$ cat config.mk
export PLATFORM = sky130hd
export DESIGN_NAME = bar_reset_ctrl
export DESIGN_NICKNAME = d
export VERILOG_FILES = /design/src/pkg/bar_pkg.sv /design/src/logic/bar_reset_ctrl.sv /design/src/logic/bar_pulse_hold.sv
export VERILOG_INCLUDE_DIRS = /design/src /design/src/pkg
export SDC_FILE = /design/constraint.sdc
export NUM_CORES = 1
export LEC_CHECK = 0
export ABC_AREA = 1
export BUFFER_PORTS_ARGS = -buffer_cell sky130_fd_sc_hd__buf_2
export CORE_MARGIN = 3
export CORE_UTILIZATION = 52
export DETAILED_ROUTE_END_ITERATION = 8
export GPL_ROUTABILITY_DRIVEN = 0
export PLACE_DENSITY_LB_ADDON = 0.12
export SYNTH_ARGS = -nofsm -noshare
export SYNTH_HDL_FRONTEND = slang
export SYNTH_SLANG_ARGS = --single-unit
$ cat constraint.sdc
create_clock -name clk -period 1.8 [get_ports clk]
set_clock_uncertainty 0.1 [all_clocks]
set_input_delay 0.36 -clock clk [delete_from_list [all_inputs] [get_ports clk]]
set_output_delay 0.36 -clock clk [all_outputs]
set_load 0.05 [all_outputs]
$ cat src/pkg/bar_regs.svh
// Register offsets, field positions, reset values and timing counts for the reset control block
// Behaviour
// Bits 7:1 of the address register hold the device's own 7-bit bus address, loaded from the strap at reset.
// Bit 0 of the address register picks the answering address: 0 the strap address, 1 the stored field.
// Writing 1 to reset bit 4 resets the video-input block, and the bit then clears itself.
// Writing 1 to reset bit 1 resets all digital logic and all registers, and the bit then clears itself.
// After a full reset the host sets bit 1 of the bridge control register to bring back memory-loaded defaults.
// Setting bridge control bit 1 after a full reset restores the memory-loaded registers to their defaults.
// Writing 1 to reset bit 0 resets all digital logic except the registers, and the bit then clears itself.
// The register-keeping reset reloads every strap-loaded register with its sampled strap value.
// The register-keeping reset also returns a fixed list of registers, 0x48 to 0x55, 0xC0 and 0x015, to default.
// The host issues reset-register writes only while the bus runs in its 3.3V signalling mode.
// Reset register bits 7:5 and 3:2 are reserved and read as zero.
// Each self-clearing reset bit reads 1 while its reset runs and 0 once it is done.
`ifndef BAR_REGS_SVH
`define BAR_REGS_SVH

`define BAR_OFF_OWN_ADDR      8'h00
`define BAR_OFF_SOFT_RESET    8'h01
`define BAR_OFF_BRIDGE_CONTROL_REG    8'h4f

`define BAR_ADDR_FIELD_HI     7
`define BAR_ADDR_FIELD_LO     1
`define BAR_ADDR_SEL_BIT      0
`define BAR_ADDR_SEL_RESET    1'b0

`define BAR_RST_VIDEO_BIT     4
`define BAR_RST_FULL_BIT      1
`define BAR_RST_KEEP_BIT      0
`define BAR_RST_BITS_USED     3'h3
`define BAR_SOFT_RESET_RESET  8'h00
`define BAR_BRIDGE_NVM_BIT    1

`define BAR_DATA_ZERO         8'h00

`define BAR_CLK_NS            40
`define BAR_RST_HOLD_NS       200
`define BAR_RST_HOLD_CYC      ((`BAR_RST_HOLD_NS + `BAR_CLK_NS - 1) / `BAR_CLK_NS)
`define BAR_CNT_W             4

`endif

$ cat src/pkg/bar_pkg.sv
// Types shared by the reset control block
package bar_pkg;

    typedef struct packed {
        logic       wr;
        logic       rd;
        logic [7:0] addr;
        logic [7:0] wdata;
    } bar_reg_req_t;

    typedef struct packed {
        logic video_in_reset;
        logic full_logic_reset;
        logic logic_reset_keep_regs;
        logic restore_fixed_defaults;
        logic restore_nvm_defaults;
    } bar_reset_out_t;

endpackage : bar_pkg

$ cat src/logic/bar_reset_ctrl.sv
// Own bus address and self-clearing software reset registers
`timescale 1ns/100ps
`include "bar_regs.svh"

module bar_reset_ctrl
    import bar_pkg::*;
(
    input  wire logic           clk,
    input  wire logic           rst,
    input  wire bar_reg_req_t   reg_req,
    output logic [7:0]          reg_rdata,
    input  wire logic [6:0]     address_strap_pin,
    output logic [6:0]          own_bus_address_field,
    output logic                address_source_select,
    output logic [6:0]          answer_address,
    output bar_reset_out_t      reset_out
);

    localparam int NRST = 3;

    // Register port: a write takes effect at the edge that samples its strobe;
    // read data is registered, stands from the edge that samples the read strobe and
    // holds until the next read. Reset holds last a fixed number of cycles.

    logic [6:0]      strap_addr_reg;
    logic            strap_done_reg;
    logic [6:0]      addr_field_reg;
    logic            addr_sel_reg;
    logic [NRST-1:0] rst_start;
    logic [NRST-1:0] rst_active;
    logic [NRST-1:0] rst_active_d_reg;
    logic            nvm_armed_reg;
    logic            nvm_pulse_reg;
    logic [7:0]      reg_rdata_reg;
    logic [7:0]      rdata_next;
    logic            wr_addr;
    logic            wr_reset;
    logic            wr_bridge_nvm;
    logic            full_end;
    logic            keep_start;
    logic            full_start;

    // One request carries one offset, so at most one of these is high
    always_comb begin
        wr_addr       = 1'b0;
        wr_reset      = 1'b0;
        wr_bridge_nvm = 1'b0;
        if (reg_req.wr) begin
            case (reg_req.addr)
                `BAR_OFF_OWN_ADDR: begin
                    wr_addr = 1'b1;
                end
                `BAR_OFF_SOFT_RESET: begin
                    wr_reset = 1'b1;
                end
                // Only the restore bit of the bridge control register is watched here
                `BAR_OFF_BRIDGE_CONTROL_REG: begin
                    wr_bridge_nvm = reg_req.wdata[`BAR_BRIDGE_NVM_BIT];
                end
                default: begin
                    wr_addr = 1'b0;
                end
            endcase
        end
    end

    // Index 0 keeps registers, 1 resets all, 2 resets the video input
    assign rst_start[0] = wr_reset && reg_req.wdata[`BAR_RST_KEEP_BIT];
    assign rst_start[1] = wr_reset && reg_req.wdata[`BAR_RST_FULL_BIT];
    assign rst_start[2] = wr_reset && reg_req.wdata[`BAR_RST_VIDEO_BIT];
    assign keep_start   = rst_start[0];
    assign full_start   = rst_start[1];

    // Each reset has its own hold, so several bits in one write start together
    genvar gi;
    generate
        for (gi = 0; gi < NRST; gi++) begin : g_hold
            bar_pulse_hold u_hold (
                .clk    (clk),
                .rst    (rst),
                .start  (rst_start[gi]),
                .active (rst_active[gi])
            );
        end
    endgenerate

    always_ff @(posedge clk or posedge rst) begin
        if (rst) begin
            rst_active_d_reg <= '0;
        end else begin
            rst_active_d_reg <= rst_active;
        end
    end

    // The end of the full hold arms the restore path; the hold counters are not
    // cleared by the reset that they themselves drive
    assign full_end = rst_active_d_reg[1] && !rst_active[1];

    // Done flag is set on the first edge after release; the strap is never taken
    // under the async reset, where the pins may still be settling
    always_ff @(posedge clk or posedge rst) begin
        if (rst) begin
            strap_done_reg <= 1'b0;
        end else begin
            strap_done_reg <= 1'b1;
        end
    end

    // A full reset takes the strap again, as a power-up would
    always_ff @(posedge clk or posedge rst) begin
        if (rst) begin
            strap_addr_reg <= '0;
        end else if (!strap_done_reg || full_start) begin
            strap_addr_reg <= address_strap_pin;
        end
    end

    // Address field takes the strap once after release, then holds it until software or a reset reloads it
    always_ff @(posedge clk or posedge rst) begin
        if (rst) begin
            addr_field_reg <= '0;
        end else if (!strap_done_reg) begin
            addr_field_reg <= address_strap_pin;
        end else if (full_start) begin
            addr_field_reg <= address_strap_pin;
        end else if (keep_start) begin
            addr_field_reg <= strap_addr_reg;
        end else if (wr_addr) begin
            addr_field_reg <= reg_req.wdata[`BAR_ADDR_FIELD_HI:`BAR_ADDR_FIELD_LO];
        end
    end

    // The select has a fixed default, not a strap one, so the register-keeping
    // reset leaves a software choice of address source in place
    always_ff @(posedge clk or posedge rst) begin
        if (rst) begin
            addr_sel_reg <= `BAR_ADDR_SEL_RESET;
        end else if (full_start) begin
            addr_sel_reg <= `BAR_ADDR_SEL_RESET;
        end else if (wr_addr && strap_done_reg) begin
            addr_sel_reg <= reg_req.wdata[`BAR_ADDR_SEL_BIT];
        end
    end

    assign own_bus_address_field = addr_field_reg;
    assign address_source_select = addr_sel_reg;
    assign answer_address        = addr_sel_reg ? addr_field_reg : strap_addr_reg;

    // Armed by the end of a full reset; a bridge bit write consumes it.
    // Arming wins over a consuming write in the same cycle, so a restore
    // request that meets the end of a second full reset is not lost.
    always_ff @(posedge clk or posedge rst) begin
        if (rst) begin
            nvm_armed_reg <= 1'b0;
        end else if (full_end) begin
            nvm_armed_reg <= 1'b1;
        end else if (wr_bridge_nvm) begin
            nvm_armed_reg <= 1'b0;
        end
    end

    // One-cycle restore pulse; a bridge write with no full reset behind it does nothing
    always_ff @(posedge clk or posedge rst) begin
        if (rst) begin
            nvm_pulse_reg <= 1'b0;
        end else begin
            nvm_pulse_reg <= wr_bridge_nvm && nvm_armed_reg;
        end
    end

    assign reset_out.video_in_reset         = rst_active[2];
    assign reset_out.full_logic_reset       = rst_active[1];
    assign reset_out.logic_reset_keep_regs  = rst_active[0];
    assign reset_out.restore_fixed_defaults = rst_active[0];
    assign reset_out.restore_nvm_defaults   = nvm_pulse_reg;

    // Self-clearing bits read 1 only while their hold runs; reserved bits read 0
    always_comb begin
        rdata_next = `BAR_DATA_ZERO;
        case (reg_req.addr)
            `BAR_OFF_OWN_ADDR: begin
                rdata_next[`BAR_ADDR_FIELD_HI:`BAR_ADDR_FIELD_LO] = addr_field_reg;
                rdata_next[`BAR_ADDR_SEL_BIT] = addr_sel_reg;
            end
            `BAR_OFF_SOFT_RESET: begin
                rdata_next[`BAR_RST_VIDEO_BIT] = rst_active[2];
                rdata_next[`BAR_RST_FULL_BIT]  = rst_active[1];
                rdata_next[`BAR_RST_KEEP_BIT]  = rst_active[0];
            end
            // Unmapped offsets, the watched bridge control included, read as zero
            default: begin
                rdata_next = `BAR_DATA_ZERO;
            end
        endcase
    end

    always_ff @(posedge clk or posedge rst) begin
        if (rst) begin
            reg_rdata_reg <= `BAR_DATA_ZERO;
        end else if (reg_req.rd) begin
            reg_rdata_reg <= rdata_next;
        end
    end

    assign reg_rdata = reg_rdata_reg;

endmodule : bar_reset_ctrl

$ cat src/logic/bar_pulse_hold.sv
// Holds a reset request active for a fixed number of clock cycles
`timescale 1ns/100ps
`include "bar_regs.svh"

module bar_pulse_hold
    import bar_pkg::*;
(
    input  wire logic clk,
    input  wire logic rst,
    input  wire logic start,
    output logic      active
);

    logic [`BAR_CNT_W-1:0] cnt_reg;

    // A new start while running restarts the hold, so a repeated write never shortens it
    always_ff @(posedge clk or posedge rst) begin
        if (rst) begin
            cnt_reg <= '0;
        end else if (start) begin
            cnt_reg <= `BAR_CNT_W'(`BAR_RST_HOLD_CYC);
        end else if (cnt_reg != '0) begin
            cnt_reg <= cnt_reg - `BAR_CNT_W'(1);
        end
    end

    assign active = (cnt_reg != '0);

endmodule : bar_pulse_hold

==> summary.txt <==
Drt
  – DR pass1 iterations: 4
  – First-iteration detailed-routing DRC count: 149
  – WL/cell: 12.5 um
  – Routed vias: 1877
  – # DRC: 0
  – Antenna-violating nets left: 0
  – Vias per cell: 4.94
  – Routed WL: 4750 um

Finish
  – Most frequent cells in the layout: nand2_1 (52), inv_1 (43), buf_2 (43)
  – Post-route insts no fill: 380
  – Largest register FFs: 12
  – Nets: 364
  – Area Overhead vs Synth: 28.0%
  – Antenna Cells: 0
  – Filler Cell Count: 320
  – Most common cell after layout, fill and taps aside: nand2_1
  – Fraction of layout cells with a size suffix above 1: 31.6%

STA
  – Peak Freq: 564 MHz
  – Pins Over Slew Limit: 0
  – Relative slew slack: 61.7%
  – Final period util: a little over nine tenths
  – Minimum clock period: 1770 ps
  – Unrepaired setup endpoints after global routing: yes
  – Final setup fails: 0
  – Final Hold Fails: 0
  – Worst Max-Slew Pin Slew: 574 ps
  – Final Worst Setup Slack: 25.7 ps

Logic synthesis
  – Sequential-to-total area share from yosys stat: 46.0%
  – Cells after synthesis: 269
  – Avg Inst Size Synth: approximately 8 um2
  – Yosys warns: 0
  – Cell variety after synth: 24
  – Synth Cell Area: 2120 um2
  – Syn_nets: 302
  – Register bit count reported by yosys: 39

Placed design
  – Place WS: 85.9 ps
  – Detailed placer's ending HPWL: 3530 um
  – Buffers on Ports: 54
  – Placed cells: 369

Power and ir drop
  – Static Leakage: 1.49 nW
  – Combinational share of power: 42.5%
  – Clk pwr share: 22.1%
  – Pwr per Cell Area: between 1000 and 1500 nW/um2
  – Switching power total: 1.32 mW
  – P_int: 2.06 mW
  – Net Sw Frac: about two fifths
  – Sequential Power Share: about a third
  – Peak supply drop: roughly 0.76 mV

Worst setup path
  – CP Cell Sequence: inv_2 -> ha_4 -> nand2_4 -> nor2_4 -> inv_4 -> buf_8
  – R2R Setup Slk: 330 ps
  – Crit path max fanout: 4
  – Crit. End Element: output port
  – WP depth: 6
  – CP peak stage delay: 390 ps
  – Delay-heaviest family, CP: flip-flops
  – Depth of the worst register-to-register path: 8
  – WP data required: 1340 ps
  – Number of buffers and inverters on the critical path: 3
  – Reg2reg end: g_hold[1].u_hold.cnt_reg[1]
  – Crit Path Class: register to output port
  – RR Startpoint: g_hold[1].u_hold.cnt_reg[1]
  – Crit path DAT: 1310 ps
  – Crit-path slowest cell: dfrtp_1
  – Setup crit start kind: register

Floorplan
  – I/O pins: 55
  – Starting Density: 55.9%
  – Area of the core: 3800 um2
  – Die ar.: 4890 um2
  – Row Count: 22
  – Die height: about 70 um
  – Die Width: 69.9 um

Global routing
  – GRT overflow: 0
  – Largest net degree at the start of global routing: 18
  – GRT Util Overall: 20.2%
  – Vias in the first global route: between 1500 and 2000
  – Initial antenna violation count: 0
  – First-pass GRT wire length: 8010 um

Run
  – Total of max-cap violations: 0

CTS
  – H-tree levels: 2
  – CTS buffer count: 5
  – CTS tree: yes
  – Clock sink total: 39
  – Clock latency at the later pin of the worst-skew pair: 290 ps
  – CTS Buffer Depth: 2
  – Clk root buf: clkbuf_8
  – Clock transition at path regs: 70 ps

Worst hold path
  – Worst hold path type: input pin to asynchronous set/reset pin

Outcome
  – Status: completed
-- final cells by class --
cell class / count / area [um2] / area share [%]
clock inverter: 2 / 35.0 / 1.29
timing repair buffer: 68 / 434 / 16.0
multi-input combinational: 169 / 943 / 34.7
tap: 48 / 60.1 / 2.21
inverter: 48 / 183 / 6.72
clock buffer: 6 / 82.6 / 3.04
sequential: 39 / 980 / 36.0
-- cells in the mapped netlist --
cell / count / area, um2
nand3_1: 26 / 130
buf_4: 6 / 45.0
buf_6: 1 / 11.3
nand3_4: 1 / 17.5
clkbuf_1: 3 / 11.3
dfrtp_1: 39 / 976
a21oi_2: 3 / 26.3
xor2_1: 3 / 26.3
nor2_1: 21 / 78.8
o21ai_0: 22 / 110
nand4_1: 8 / 50.1
buf_2: 3 / 15.0
nand2_1: 53 / 199
nor2_4: 2 / 22.5
ha_1: 6 / 75.1
a21oi_1: 11 / 55.1
inv_1: 48 / 180
nand2_2: 5 / 31.3
xnor2_1: 3 / 26.3
o211ai_1: 1 / 7.51
a21boi_1: 1 / 7.51
conb_1: 1 / 3.75
nand2_4: 1 / 11.3
nor4_1: 1 / 6.26
-- worst max path at each step --
stage / startpoint / endpoint / slack (ps)
after global routing: g_hold[0].u_hold.cnt_reg[0] / reset_out[1] / -30
final: g_hold[0].u_hold.cnt_reg[0] / reset_out[1] / 30
after global placement: reg_req[13] / own_bus_address_field[2] / 100
after floorplan: address_source_select / answer_address[3] / 30
after detailed placement: reg_req[14] / own_bus_address_field[1] / 90
after CTS: address_source_select / answer_address[0] / 3
-- through the flow --
step	cell area (um2)	utilization [%]	power [mW]	setup TNS [ps]	hold slack, ps
2_1_floorplan	2150	-	2.19	0	330
3_3_place_gp	2490	65.6	2.41	0	341
3_5_place_dp	2490	65.6	2.44	0	351
4_1_cts	2640	69.6	3.25	0	35.2
5_1_grt	2720	71.5	3.63	-62.3	44.2
6_report	2720	71.5	3.37	0	26.8
-- worst reg2reg max path, stage by stage, from the launching register on --
cell,delay (ps)
dfrtp_1,360
inv_1,110
ha_1,160
nand3_1,90
buf_4,160
inv_1,100
nor2_1,50
o21ai_0,180
inv_1,60
-- power groups by stage --
stage,combinational (mW),clock (mW),sequential (mW)
2_1_floorplan,0.933,0,1.25
3_3_place_gp,1.22,0,1.19
3_5_place_dp,1.24,0,1.19
4_1_cts,1.31,0.759,1.18
5_1_grt,1.62,0.796,1.22
6_report,1.44,0.746,1.19
-- routing by layer --
layer | wire length, um | share of wire (%) | vias up | GRT usage [%]
met1 | 2180 | 46 | 865 | 29.2
met2 | 2330 | 49 | 44 | 31.0
met3 | 221 | 4.7 | 2 | 4.89
met4 | 17 | 0.36 | 0 | 3.83
li1 | - | - | 966 | -
met5 | 0 | 0 | - | 0
-- cells by family after synthesis --
group / count (synthesis) / share of synthesized area (%)
simple gates: 118 / 25.8
buf+inv: 61 / 12.4
flops: 39 / 46.0
compound gates: 38 / 9.72
xor+xnor: 6 / 2.48
fa+ha+maj: 6 / 3.54
other cells: 1 / 0.177
-- repair_timing --
| item | in CTS | in global routing |
|---|---|---|
| hold buffers | 0 | 0 |
| gates resized for setup | 12 | 18 |
| setup buffers | 0 | 3 |
| endpoints found under the setup margin | 10 | 10 |
| pin swaps | 0 | 4 |
No activity file was read; power rests on OpenSTA's default activity.
